## src/pkg/art_pkg.sv

```systemverilog
// constants and types shared by the auto-reload timer files
package art_pkg;
    // ------------------------------------------------------------
    // register offsets on the core data bus
    // ------------------------------------------------------------
    localparam logic [7:0] ADDR_MODE = 8'hD5;
    localparam logic [7:0] ADDR_FLAGS = 8'hD6;
    localparam logic [7:0] ADDR_CFG = 8'hD7;
    localparam logic [7:0] ADDR_RELOAD = 8'hD9;
    localparam logic [7:0] ADDR_COMPARE = 8'hDA;
    localparam logic [7:0] ADDR_LOAD_PORT = 8'hDB;

    // ------------------------------------------------------------
    // field positions
    // ------------------------------------------------------------
    localparam int MC_LOAD_STROBE = 7;
    localparam int MC_COUNT_EN = 6;
    localparam int MC_PWM_OE = 5;
    localparam int MC_EDGE_IE = 4;
    localparam int MC_MATCH_IE = 3;
    localparam int MC_WRAP_IE = 2;
    localparam int FL_EDGE = 2;
    localparam int FL_MATCH = 1;
    localparam int FL_WRAP = 0;

    // ------------------------------------------------------------
    // reset values and counts
    // ------------------------------------------------------------
    localparam logic [6:0] MODE_RESET = 7'h00;
    localparam logic [2:0] FLAGS_RESET = 3'h0;
    localparam logic [7:0] CFG_RESET = 8'h00;
    localparam logic [7:0] DATA_RESET = 8'h00;
    localparam logic [7:0] COUNT_TOP = 8'hFF;
    localparam logic [6:0] PSC_CLEAR = 7'h00;
    localparam logic [1:0] DIV3_LAST = 2'h2;

    // ------------------------------------------------------------
    // mode and source encodings
    // ------------------------------------------------------------
    typedef enum logic [1:0] {
        ART_AUTO_RELOAD = 2'h0,
        ART_CAPTURE = 2'h1,
        ART_CAPTURE_RESET = 2'h2,
        ART_EXT_LOAD = 2'h3
    } art_mode_type;

    typedef enum logic [1:0] {
        ART_SRC_INT = 2'h0,
        ART_SRC_INT_DIV3 = 2'h1,
        ART_SRC_PIN = 2'h2,
        ART_SRC_NONE = 2'h3
    } art_src_type;
endpackage

```

## src/art_pin_sync.sv

```systemverilog
// two-stage synchroniser and edge detector for the timer input pin
`timescale 1ns/10ps
module art_pin_sync
    import art_pkg::*;
(
    // clock, reset, enable
    input wire logic mclk_in,
    input wire logic rst_b_in,
    input wire logic clk_en_in,
    // pin and detected edges
    input wire logic pin_in,
    output logic rise_out,
    output logic fall_out
);
    logic meta;
    logic sync;
    logic last;

    // meta is read by sync alone, edges come from the later stages
    always_ff @(posedge mclk_in or negedge rst_b_in) begin
        if (!rst_b_in) begin
            meta <= 1'b0;
            sync <= 1'b0;
            last <= 1'b0;
        end else if (clk_en_in) begin
            meta <= pin_in;
            sync <= meta;
            last <= sync;
        end
    end

    assign rise_out = sync & ~last;
    assign fall_out = ~sync & last;
endmodule

```

## src/art_timer.sv

```systemverilog
// auto-reload timer: registers, prescaler, counter, flags and waveform pin
//
// Notes on behaviour
// - every counter load clears the prescaler
// - writing 06h clears wrap, keeps edge flag
// - mode register readable, writable, resets to 00h
// - load strobe copies reload value, reads zero
// - count enable low freezes prescaler and counter
// - waveform enable drives timer output pin
// - edge request when enable and flag set
// - match request when enable and flag set
// - wrap request when enable and flag set
// - mode field picks one of four modes
// - flags clear by writing zero only
// - active input edge sets capture edge flag
// - counter equal compare sets match flag
// - rollover FFh to 00h sets wrap flag
// - prescale field selects divide by 2^n
// - edge select enables rising or falling
// - clock source field routes prescaler input
// - load port reads and writes live counter
// - auto-reload reloads on wrap, drives pin
// - capture mode copies counter on edge
// - capture-reset also clears counter and prescaler
// - external-load mode loads counter on edge
//
// The implementer's own choice: strobed register access.
`timescale 1ns/10ps
module art_timer
    import art_pkg::*;
(
    // clock, reset, enable
    input wire logic mclk_in,
    input wire logic rst_b_in,
    input wire logic clk_en_in,
    // register port
    input wire logic [7:0] addr_in,
    input wire logic [7:0] wdata_in,
    input wire logic wr_in,
    input wire logic rd_in,
    output logic [7:0] rdata_out,
    // pins
    input wire logic timer_input_pin_in,
    output logic timer_output_pin_out,
    output logic timer_output_pin_oe_out,
    // interrupt requests
    output logic edge_irq_out,
    output logic match_irq_out,
    output logic wrap_irq_out
);
    // ------------------------------------------------------------
    // state
    // ------------------------------------------------------------
    logic [6:0] mode_control;
    logic [2:0] event_flags;
    logic [7:0] clock_edge_prescale_config;
    logic [7:0] reload_capture_value;
    logic [7:0] compare_value;
    logic [7:0] counter_core;
    logic [6:0] prescaler_stage;
    logic [1:0] div3_count;
    logic pwm_level;
    logic [7:0] next_counter;
    logic [6:0] next_prescaler;
    logic [2:0] next_flags;

    // ------------------------------------------------------------
    // decode
    // ------------------------------------------------------------
    logic wr_mode;
    logic wr_flags;
    logic wr_cfg;
    logic wr_reload;
    logic wr_compare;
    logic wr_lport;
    logic load_strobe;
    logic pin_rise;
    logic pin_fall;
    logic ext_edge;
    logic ext_load;
    logic cap_reset;
    logic capture;
    logic src_tick;
    logic count_tick;
    logic [6:0] ps_mask;
    logic cnt_step;
    logic any_load;
    logic step_taken;
    logic wrap_evt;
    logic match_evt;
    art_mode_type opmode;
    art_src_type src_sel;

    function automatic logic hit(input logic [7:0] a, input logic [7:0] off);
        hit = clk_en_in & wr_in & (a == off);
    endfunction

    assign wr_mode = hit(addr_in, ADDR_MODE);
    assign wr_flags = hit(addr_in, ADDR_FLAGS);
    assign wr_cfg = hit(addr_in, ADDR_CFG);
    assign wr_reload = hit(addr_in, ADDR_RELOAD);
    assign wr_compare = hit(addr_in, ADDR_COMPARE);
    assign wr_lport = hit(addr_in, ADDR_LOAD_PORT);
    assign load_strobe = wr_mode & wdata_in[MC_LOAD_STROBE];

    assign opmode = art_mode_type'(mode_control[1:0]);
    assign src_sel = art_src_type'(clock_edge_prescale_config[1:0]);

    // ------------------------------------------------------------
    // input pin
    // ------------------------------------------------------------
    art_pin_sync u_pin_sync (
        .mclk_in(mclk_in),
        .rst_b_in(rst_b_in),
        .clk_en_in(clk_en_in),
        .pin_in(timer_input_pin_in),
        .rise_out(pin_rise),
        .fall_out(pin_fall)
    );

    // low select bit enables, high select bit picks falling
    assign ext_edge = clk_en_in & clock_edge_prescale_config[2]
        & (clock_edge_prescale_config[3] ? pin_fall : pin_rise);
    assign ext_load = ext_edge & (opmode == ART_EXT_LOAD);
    assign cap_reset = ext_edge & (opmode == ART_CAPTURE_RESET);
    assign capture = ext_edge & (opmode == ART_CAPTURE || opmode == ART_CAPTURE_RESET);

    // ------------------------------------------------------------
    // clock source and prescaler
    // ------------------------------------------------------------
    always_ff @(posedge mclk_in or negedge rst_b_in) begin
        if (!rst_b_in) begin
            div3_count <= 2'h0;
        end else if (clk_en_in) begin
            div3_count <= (div3_count == DIV3_LAST) ? 2'h0 : div3_count + 2'h1;
        end
    end

    // pin source counts rising pin edges; the pin is sampled, so it must be slow
    always_comb begin
        unique case (src_sel)
            ART_SRC_INT: src_tick = 1'b1;
            ART_SRC_INT_DIV3: src_tick = (div3_count == DIV3_LAST);
            ART_SRC_PIN: src_tick = pin_rise;
            ART_SRC_NONE: src_tick = 1'b0;
        endcase
    end

    assign count_tick = clk_en_in & mode_control[MC_COUNT_EN] & src_tick;
    assign ps_mask = 7'((8'h01 << clock_edge_prescale_config[7:5]) - 8'h01);
    assign cnt_step = count_tick & ((prescaler_stage & ps_mask) == ps_mask);

    assign any_load = wr_lport | load_strobe | ext_load | cap_reset;
    assign step_taken = cnt_step & ~any_load;
    assign wrap_evt = step_taken & (counter_core == COUNT_TOP);

    // ------------------------------------------------------------
    // counter
    // ------------------------------------------------------------
    always_comb begin
        if (wr_lport) begin
            next_counter = wdata_in;
        end else if (load_strobe | ext_load) begin
            next_counter = reload_capture_value;
        end else if (cap_reset) begin
            next_counter = DATA_RESET;
        end else if (wrap_evt && opmode == ART_AUTO_RELOAD) begin
            next_counter = reload_capture_value;
        end else if (step_taken) begin
            next_counter = counter_core + 8'h01;
        end else begin
            next_counter = counter_core;
        end
    end

    // any load, including the automatic reload, restarts the prescaler
    always_comb begin
        if (any_load || (wrap_evt && opmode == ART_AUTO_RELOAD)) begin
            next_prescaler = PSC_CLEAR;
        end else if (count_tick) begin
            next_prescaler = prescaler_stage + 7'h01;
        end else begin
            next_prescaler = prescaler_stage;
        end
    end

    assign match_evt = step_taken & (next_counter == compare_value);

    always_ff @(posedge mclk_in or negedge rst_b_in) begin
        if (!rst_b_in) begin
            counter_core <= DATA_RESET;
            prescaler_stage <= PSC_CLEAR;
        end else if (clk_en_in) begin
            counter_core <= next_counter;
            prescaler_stage <= next_prescaler;
        end
    end

    // ------------------------------------------------------------
    // waveform pin
    // ------------------------------------------------------------
    // a match in the wrap cycle wins, giving a zero duty when reload equals compare
    always_ff @(posedge mclk_in or negedge rst_b_in) begin
        if (!rst_b_in) begin
            pwm_level <= 1'b0;
        end else if (clk_en_in) begin
            if (match_evt) begin
                pwm_level <= 1'b0;
            end else if (wrap_evt) begin
                pwm_level <= 1'b1;
            end
        end
    end

    assign timer_output_pin_out = pwm_level;
    assign timer_output_pin_oe_out = mode_control[MC_PWM_OE];

    // ------------------------------------------------------------
    // registers
    // ------------------------------------------------------------
    always_ff @(posedge mclk_in or negedge rst_b_in) begin
        if (!rst_b_in) begin
            mode_control <= MODE_RESET;
        end else if (wr_mode) begin
            mode_control <= wdata_in[6:0];
        end
    end

    always_ff @(posedge mclk_in or negedge rst_b_in) begin
        if (!rst_b_in) begin
            clock_edge_prescale_config <= CFG_RESET;
        end else if (wr_cfg) begin
            clock_edge_prescale_config <= wdata_in;
        end
    end

    always_ff @(posedge mclk_in or negedge rst_b_in) begin
        if (!rst_b_in) begin
            compare_value <= DATA_RESET;
        end else if (wr_compare) begin
            compare_value <= wdata_in;
        end
    end

    // a capture in the same cycle as a software write takes precedence
    always_ff @(posedge mclk_in or negedge rst_b_in) begin
        if (!rst_b_in) begin
            reload_capture_value <= DATA_RESET;
        end else if (capture) begin
            reload_capture_value <= counter_core;
        end else if (wr_reload) begin
            reload_capture_value <= wdata_in;
        end
    end

    // hardware set beats a same-cycle software clear
    always_comb begin
        next_flags = wr_flags ? (event_flags & wdata_in[2:0]) : event_flags;
        next_flags = next_flags | {ext_edge, match_evt, wrap_evt};
    end

    always_ff @(posedge mclk_in or negedge rst_b_in) begin
        if (!rst_b_in) begin
            event_flags <= FLAGS_RESET;
        end else if (clk_en_in) begin
            event_flags <= next_flags;
        end
    end

    assign edge_irq_out = mode_control[MC_EDGE_IE] & event_flags[FL_EDGE];
    assign match_irq_out = mode_control[MC_MATCH_IE] & event_flags[FL_MATCH];
    assign wrap_irq_out = mode_control[MC_WRAP_IE] & event_flags[FL_WRAP];

    // ------------------------------------------------------------
    // read port
    // ------------------------------------------------------------
    always_ff @(posedge mclk_in or negedge rst_b_in) begin
        if (!rst_b_in) begin
            rdata_out <= DATA_RESET;
        end else if (clk_en_in) begin
            rdata_out <= DATA_RESET;
            if (rd_in) begin
                unique case (addr_in)
                    ADDR_MODE: rdata_out <= {1'b0, mode_control};
                    ADDR_FLAGS: rdata_out <= {5'h00, event_flags};
                    ADDR_CFG: rdata_out <= clock_edge_prescale_config;
                    ADDR_RELOAD: rdata_out <= reload_capture_value;
                    ADDR_COMPARE: rdata_out <= compare_value;
                    ADDR_LOAD_PORT: rdata_out <= counter_core;
                    default: rdata_out <= DATA_RESET;
                endcase
            end
        end
    end

    logic [6:0] wd_low;
    assign wd_low = wdata_in[6:0];
endmodule

```

## config.mk

```make
export PLATFORM = sky130hd
export DESIGN_NAME = art_timer
export DESIGN_NICKNAME = d
export VERILOG_FILES = /design/src/pkg/art_pkg.sv /design/src/art_pin_sync.sv /design/src/art_timer.sv
export SDC_FILE = /design/constraint.sdc
export NUM_CORES = 1
export LEC_CHECK = 0
export BUFFER_PORTS_ARGS = -buffer_cell sky130_fd_sc_hd__buf_2
export CAP_MARGIN = 20
export CELL_PAD_IN_SITES_DETAIL_PLACEMENT = 0
export CELL_PAD_IN_SITES_GLOBAL_PLACEMENT = 1
export CORE_ASPECT_RATIO = 1.75
export CORE_MARGIN = 1.5
export CORE_UTILIZATION = 49
export CTS_BUF_LIST = sky130_fd_sc_hd__clkbuf_16
export DETAILED_ROUTE_END_ITERATION = 8
export GPL_TIMING_DRIVEN = 1
export PLACE_DENSITY_LB_ADDON = 0.1
export SETUP_SLACK_MARGIN = 0.1
export SLEW_MARGIN = 20
export SYNTH_ARGS = -nofsm -noshare
export SYNTH_HDL_FRONTEND = slang
export SYNTH_SLANG_ARGS = --single-unit
```

## constraint.sdc

```tcl
create_clock -name mclk_in -period 4.7 [get_ports mclk_in]
set_input_delay 0.47 -clock mclk_in [delete_from_list [all_inputs] [get_ports mclk_in]]
set_output_delay 0.47 -clock mclk_in [all_outputs]
set_load 0.1 [all_outputs]
```

Word level (Yosys, flattened, before mapping)

Index checks and enable logic that the tools add are counted.

Bits in registers: 63
Input bits: 22
Output and inout bits: 13
Word-level logic and storage cells: 95

$add $sub $neg: 4
Eq/ne operators: 16
Shift operators: 1
Mux-type cells: 17
Bitwise logic cells: 34
Reductions and logical operators: 10

Operator list:

| kind                | number |
|---|---|
| $mux 8              | 8 |
| $eq 8x8->1 const B  | 7 |
| $pmux 8 s6          | 1 |
| $and 1x1->1         | 24 |
| $mux 7              | 2 |
| $eq 2x2->1 const B  | 5 |
| $add 8x1->8 const B | 1 |
| $eq 8x8->1          | 1 |
| $add 7x1->7 const B | 1 |
| $and 7x7->7         | 1 |
| $eq 7x7->1          | 1 |
| $shl 1x3->7 const A | 1 |
| $sub 7x1->7 const B | 1 |
| $reduce_bool 2->1   | 3 |
| $eq 2x1->1 const B  | 2 |
| $logic_not 2->1     | 2 |
| $or 1x1->1          | 4 |
| $pmux 1 s4          | 1 |
| $reduce_and 2->1    | 2 |
| $and 3x3->3         | 1 |
| $mux 1              | 3 |
| $mux 3              | 1 |
| $not 1->1           | 3 |
| $or 3x3->3          | 1 |
| 4 further kinds     | 5 |

Logic depth before layout (Yosys ltp)

Gate-level depths: netlist of the first run.

Depth after elaboration: 19
Gate-level depth with buffers: 11

Hierarchy

A second synthesis of the first run with hierarchy kept.

Cell total of the unflattened synthesis: 420
Area, all modules: 3,961.3 µm²

Modules (own cells, without submodules):

| module       | times used | cells each | area an instance (µm²) | sequential area each (µm²) |
|---|---|---|---|---|
| art_timer    | 1          | 412        | 3,839.9                | 1,501.4 |
| art_pin_sync | 1          | 8          | 121.4                  | 75.1 |

Worst setup path before layout of the first run

No wires, ideal clock.

Path kind: register to register
Start point: reg clock_edge_prescale_config[0]
End point: reg pwm_level (netlist: timer_output_pin_out)
Arrival: 2.613 ns
Data required time: 4.576 ns
Path slack: 1.963 ns
Cell stages (with the launch flop): 10
Clock period less this slack: 2.737 ns
Path through: dfrtp_1 or3b_4 a221oi_4 o21ai_2 buf_6 nor3_4 mux2_2 a211oi_1 o221ai_1 o31a_1

Longest elaborated chain between the ends: 15
Elaborated cells on any way between the ends: 20

RTL lines:

| what                                     | line             | text |
|---|---|---|
| start: declaration                       | art_timer.sv:56  | `logic [7:0] clock_edge_prescale_config;` |
| start signal: assignment                 | art_timer.sv:233 | `clock_edge_prescale_config <= wdata_in;` |
| $eq 2x2->1, or another cell as far along | art_timer.sv:141 | `unique case (src_sel)` |
| $pmux 1 s4 *                             | art_timer.sv:141 |  |
| $and 1x1->1 *                            | art_timer.sv:149 | `assign count_tick = clk_en_in & mode_control[MC_COUNT_EN] & src_tick;` |
| $and 1x1->1 *                            | art_timer.sv:151 | `assign cnt_step = count_tick & ((prescaler_stage & ps_mask) == ps_mask);` |
| $and 1x1->1 *                            | art_timer.sv:154 | `assign step_taken = cnt_step & ~any_load;` |
| $and 1x1->1                              | art_timer.sv:155 | `assign wrap_evt = step_taken & (counter_core == COUNT_TOP);` |
| $logic_and 1x1->1                        | art_timer.sv:167 | `end else if (wrap_evt && opmode == ART_AUTO_RELOAD) begin` |
| $mux 8                                   | art_timer.sv:167 |  |
| $mux 8                                   | art_timer.sv:165 | `end else if (cap_reset) begin` |
| $mux 8                                   | art_timer.sv:163 | `end else if (load_strobe \| ext_load) begin` |
| $mux 8                                   | art_timer.sv:161 | `if (wr_lport) begin` |
| $eq 8x8->1                               | art_timer.sv:187 | `assign match_evt = step_taken & (next_counter == compare_value);` |
| $and 1x1->1                              | art_timer.sv:187 |  |
| $reduce_bool 2->1 (no line)              | n/a              |  |
| $reduce_and 2->1 (no line)               | n/a              |  |
| end signal: assignment                   | art_timer.sv:205 | `pwm_level <= 1'b0;` |
| end signal: assignment                   | art_timer.sv:208 | `pwm_level <= 1'b0;` |
| end signal: assignment                   | art_timer.sv:210 | `pwm_level <= 1'b1;` |
| end: declaration                         | art_timer.sv:62  | `logic pwm_level;` |

Every way passes the cells marked *; elsewhere a longest branch is shown, timed or not.
A chain may end at the register's enable or synchronous reset.

Worst setup path after layout of the first run

Ends and elaborated chain as after synthesis.

==> results_dict.tcl, run 1 <==
set metrics [dict create \
    outcome "completed" \
    fin_ws_ns 1.28 \
    path_class "reg -> reg" \
    whs_ns 0.311 \
    reg2reg_to "timer_output_pin_out$_DFFE_PN0P_" \
    fin_crit_sh_pct 72.7 \
    area_growth_pct 13.9 \
    ys.warnings.count 0 \
    cp_top_family "compound AO/OA/AOI/OAI gates" \
    fillers 718 \
    r2r_cells 8 \
    drc_errors 0 \
    postCtsSetupRepairBufs 0 \
    numCtsBuffers 9 \
    worst_pin_slew_ns 0.970 \
    routed_wl_um 12100 \
    rows 43 \
    die_w_um 71.2 \
    routed_via_density 6.41 \
    p_clk_share_pct 48.2 \
    instances_no_fill 544 \
    final_common_cell "dfrtp_1" \
    cts_root_buffer "clkbuf_16" \
    synthCells 419 \
    fp.coreArea_sq_um 7910 \
    synth_area_per_cell_sq_um 9.51 \
    fin_skew_ns 0.00558 \
    powerDensity_nw_per_um2 332 \
    syn_area_sq_um 3980 \
    grt_use_total_pct 29.4 \
    synthesis.nets 446 \
    grt_setup_unrepaired "no" \
    hold_path_class "in -> async" \
    grt_pass1_vias 3382 \
    swShare_pct 26.3 \
    crit_slowest_cell "o31ai_2" \
    synth_edf_count 0 \
    diodes 0 \
    final_cell_mix "dfrtp_1, nand2_1, buf_2, mux2i_1" \
    p_comb_share_pct 10.5 \
    io_buffers 34 \
    die_area_sq_um 8700 \
    grt_first_pass_wirelength_um 19100 \
    placed_area_sq_um 4210 \
    crit_buf_inv 0 \
    max_freq_ghz 0.292 \
    crit_fanout 12 \
    crit_path_start "clock_edge_prescale_config[0]$_DFFE_PN0P_" \
    endpoint_kind "flip-flop" \
    hold_buffers 0 \
    p_int_w 0.00111 \
    cts_max_path_buffers 2 \
    io_pins 35 \
    routed-via-count 3489 \
    dp_slack_ns 1.12 \
    place_inst 528 \
    grt.overflow.total 0 \
    yosys.area.top_type "dfrtp_1" \
    rrSetupSlack_ns 1.28 \
    setup_viol 0 \
    worstReg2RegStart "clock_edge_prescale_config[0]$_DFFE_PN0P_" \
    tns_ns 0 \
    hpwlAfterDp_um 9070 \
    period_minus_slack_ns 3.42 \
    critPathLaunchType "flip-flop" \
    ys_types 68 \
    max_stage_delay_ns 0.81 \
    cellLeakagePower_nw 2.09 \
    start_util_pct 50.4 \
    die_h_um 122 \
    insertion_delay_ns 0.34 \
    crit_required_ns 4.92 \
    cp_cell_sequence "or3b_4 -> a221oi_4 -> o21ai_2 -> o31ai_2 -> and3_1 -> o211a_1 -> o221ai_1 -> o31a_1" \
    grt_max_degree 64 \
    drt_first_pass_iters 7 \
    p_sw_w 0.000397 \
    drt_iter0_drc 351 \
    ys_seq_elements 63 \
    wl_per_cell_um 22.3 \
    async_flop_share_pct 100 \
    layout-drive-gt1-share_pct 20.0 \
    design_area_sq_um 4540 \
    cts.sinks 63 \
    max_cap_violations 0 \
    ir_drop_mv 0.190 \
    cts_resized 0 \
    seq_area_frac_synth_pct 39.6 \
    synth_top_cell_area_share_pct 39.6 \
    antenna_found_initial 0 \
    drv_slew 0 \
    arrival_ns 3.64 \
    final_nets 476 \
    p_seq_share_pct 41.3 \
    ys.flop_type "dfrtp_1" \
    path_clk_slew_ns 0.06 \
    cts_tree "done" \
    relSlewSlack_pct 35.1 \
    final_antenna_net_count 0 \
    htreeDepth 3 \
    gp_congestion 0.946 \
    synthTopCellsByArea "dfrtp_1, mux2_2, mux2i_1" \
    hold_violations 0 \
]
[worst reg2reg max path: stages, from the launching register on]
cell,delay [ns]
dfrtp_1,0.43
or3b_4,0.40
a221oi_4,0.47
o21ai_2,0.30
o31ai_2,0.81
and3_1,0.33
o211a_1,0.15
o221ai_1,0.14
o31a_1,0.27
[worst max path at each step]
stage | end | cells after the start | slack, ns
2_1_floorplan | timer_output_pin_out$_DFFE_PN0P_ | 9 | 1.96
5_1_grt | timer_output_pin_out$_DFFE_PN0P_ | 8 | 1.02
3_5_place_dp | timer_output_pin_out$_DFFE_PN0P_ | 9 | 1.12
3_3_place_gp | timer_output_pin_out$_DFFE_PN0P_ | 9 | 1.22
6_report | timer_output_pin_out$_DFFE_PN0P_ | 8 | 1.28
4_1_cts | timer_output_pin_out$_DFFE_PN0P_ | 8 | 1.28
[cells by family (layout without fill, tap and decap cells)]
group	after synthesis	after routing	synth area share (%)
multiplexers	51	51	13.6
AND/OR/NAND/NOR	148	148	20.7
buffers and inverters	38	73	3.89
XOR/XNOR	11	11	2.42
adder cells (fa/ha/maj)	5	5	1.57
AO/OA/AOI/OAI	103	103	18.3
flip-flops	63	63	39.6
[cells in the mapped netlist (5+ instances only)]
master	count
o21ai_0	25
buf_1	5
nor2_1	22
xor2_1	6
inv_1	19
xnor2_1	5
a21oi_1	12
nand4_1	8
and3_1	10
ha_1	5
nand2_1	44
nand3b_1	5
mux2_2	25
mux2i_1	26
o22ai_1	14
clkbuf_1	11
nor3_1	6
nand3_1	14
nand2b_1	5
dfrtp_1	63
[layout make-up]
type	instances	area, sq um	share of cell area (%)
clock inverter	7	97.6	2.15
clock buffer	9	225	4.97
tap	90	113	2.48
sequential	63	1580	34.8
timing repair buffer	38	200	4.41
multi-input combinational	318	2250	49.7
inverter	19	71.3	1.57
[metrics by stage]
stage          power, W  utilization (%)
2_1_floorplan  0.000720                -
3_3_place_gp   0.000784             53.3
3_5_place_dp   0.000788             53.3
4_1_cts         0.00151             57.3
5_1_grt         0.00156             57.3
6_report        0.00151             57.3
[power groups by stage]
| stage | logic (W) | registers [W] | clock network (W) |
|---|---|---|---|
| 6_report | 0.000158 | 0.000622 | 0.000726 |
| 5_1_grt | 0.000175 | 0.000626 | 0.000760 |
| 4_1_cts | 0.000158 | 0.000621 | 0.000734 |
| 3_5_place_dp | 0.000157 | 0.000631 | 0 |
| 3_3_place_gp | 0.000154 | 0.000630 | 0 |
| 2_1_floorplan | 0.000106 | 0.000614 | 0 |
[metal layers]
metal	global-route usage (%)	up-vias	wire length, um
li1	-	1636	-
met1	35.8	1710	4790
met2	49.8	117	6360
met3	5.25	26	577
met4	13.9	0	418
met5	0	-	0
[registers in the layout, summed over array words and instances (netlist names)]
signal	count
rdata_out	8
prescaler_stage	7
div3_count	2
u_pin_sync.meta	1
event_flags	3
compare_value	8
u_pin_sync.last	1
mode_control	7
timer_output_pin_out	1
counter_core	8
clock_edge_prescale_config	8
reload_capture_value	8
u_pin_sync.sync	1
No activity file was read; power rests on OpenSTA's default activity.
==> run 2, diff against run 1 <==
CORE_UTILIZATION = 47   (was 49)
clock period = 3.25 ns   (was 4.7 ns; I/O delays follow)
==> run 2 against run 1 <==
Net effect: sequential power increased by 45%; fmax increased by 16%; global-route usage decreased by 0.39 points; register-to-register slack got worse by 0.99 ns; first-iteration DRC count decreased by 30%; routed wire length increased by 1.1%; utilization decreased by 1.9 points; critical path type unchanged; critical endpoint unchanged; largest power group unchanged.
==> results_dict.tcl, run 2 (synthesis gave the netlist of run 1 again) <==
set metrics [dict create \
    routed_wl_um 12300 \
    hpwlAfterDp_um 9510 \
    seqCellArea_sq_um 1580 \
    io_pins 35 \
    final_common_cell "dfrtp_1" \
    hold_path_class "in -> async" \
    drv_slew 0 \
    critPathLaunchType "flip-flop" \
    fillers 772 \
    power_w 0.00209 \
    place_inst 540 \
    crit_buf_inv 1 \
    ir_drop_mv 0.267 \
    whs_ns 0.100 \
    fin_skew_ns 0.00890 \
    max_freq_ghz 0.338 \
    start_util_pct 48.2 \
    insertion_delay_ns 0.34 \
    rows 44 \
    die_h_um 125 \
    cts.sinks 63 \
    hold_buffers 0 \
    layout-drive-gt1-share_pct 21.6 \
    dp_slack_ns 0.322 \
    wl_per_cell_um 22.1 \
    die_w_um 72.6 \
    cp_top_family "compound AO/OA/AOI/OAI gates" \
    grt_max_degree 37 \
    cts_resized 0 \
    antenna_found_initial 0 \
    powerDensity_nw_per_um2 456 \
    path_class "reg -> reg" \
    max_cap_violations 0 \
    grt_setup_unrepaired "no" \
    cts_root_buffer "clkbuf_16" \
    io_buffers 34 \
    routed-via-count 3509 \
    crit_fanout 7 \
    final_antenna_net_count 0 \
    drc_errors 0 \
    die_area_sq_um 9060 \
    cts_tree "done" \
    postCtsSetupRepairBufs 0 \
    final_cell_mix "dfrtp_1, nand2_1, buf_2, mux2i_1" \
    grt_use_total_pct 29.0 \
    max_stage_delay_ns 0.42 \
    arrival_ns 3.17 \
    setup_viol 0 \
    fp.coreArea_sq_um 8260 \
    multi_input_area_sq_um 2250 \
    fin_crit_sh_pct 91.0 \
    final_nets 486 \
    worst_pin_slew_ns 0.863 \
    relSlewSlack_pct 42.5 \
    grt_first_pass_wirelength_um 19600 \
    grt_pass1_vias 3573 \
    instances_no_fill 556 \
    htreeDepth 3 \
    crit_slowest_cell "dfrtp_1" \
    gp_congestion 0.973 \
    fin_ws_ns 0.294 \
    diodes 0 \
    grt.overflow.total 0 \
    period_minus_slack_ns 2.96 \
    cellLeakagePower_nw 2.13 \
    path_clk_slew_ns 0.06 \
    crit_required_ns 3.47 \
    drt_first_pass_iters 4 \
    area_growth_pct 15.0 \
    cts_max_path_buffers 2 \
    hold_violations 0 \
    cp_cell_sequence "or3b_4 -> a221oi_4 -> o21ai_2 -> buf_4 -> nor3_4 -> mux2_2 -> a211oi_1 -> o221ai_1 -> o31a_1" \
    numCtsBuffers 9 \
    outcome "completed" \
    tns_ns 0 \
    endpoint_kind "flip-flop" \
    drt_iter0_drc 244 \
    routed_via_density 6.31 \
]
## run 2: cell count changes in the layout (fill, tap and decap cells not counted), sizes merged
cell / before / now
bufinv: 2 / 1
clkinvlp: 2 / 1
buf: 38 / 48
clkinv: 3 / 4
inv: 19 / 20
## run 2: final timing paths
| path | depth (start not counted) | end | slack (ns) | from |
|---|---|---|---|---|
| worst max-delay path | 9 | timer_output_pin_out$_DFFE_PN0P_ | 0.29 | clock_edge_prescale_config[0]$_DFFE_PN0P_ |
| worst min-delay path | 1 | mode_control[3]$_DFFE_PN0N_ | 0.10 | rst_b_in |
| worst max register to register | 9 | timer_output_pin_out$_DFFE_PN0P_ | 0.29 | clock_edge_prescale_config[0]$_DFFE_PN0P_ |
| worst min register to register | 1 | clock_edge_prescale_config[4]$_DFFE_PN0P_ | 0.51 | clock_edge_prescale_config[4]$_DFFE_PN0P_ |
| max in group asynchronous | 2 | reload_capture_value[7]$_DFFE_PN0P_ | 2.26 | rst_b_in |
| min in group mclk_in | 2 | u_pin_sync.meta$_DFFE_PN0P_ | 0.22 | timer_input_pin_in |
## run 2: layout make-up
type                       instances  area share [%]
multi-input combinational        318            49.2
sequential                        63            34.4
timing repair buffer              48            6.01
tap                               92            2.51
clock buffer                       9            4.92
inverter                          19            1.56
clock inverter                     7            1.42
## run 2: where the power goes
part	internal (W)	switching (W)	total [W]
Combinational	0.000105	0.000130	0.000234
Sequential	0.000831	0.0000700	0.000901
Clock	0.000587	0.000365	0.000952
## run 2: metal layers
metal,wire (um),share of wire [%],GRT usage [%]
met5,0,0,0
met4,711,5.8,17.1
met3,506,4.1,4.45
met2,6350,52,48.6
met1,4710,38,34.0
## run 2: metrics by stage
stage               area, sq um  util [%]
global placement           4290      52.0
floorplan                  3980         -
global route               4580      55.5
finish                     4580      55.5
CTS                        4580      55.5
detailed placement         4290      52.0
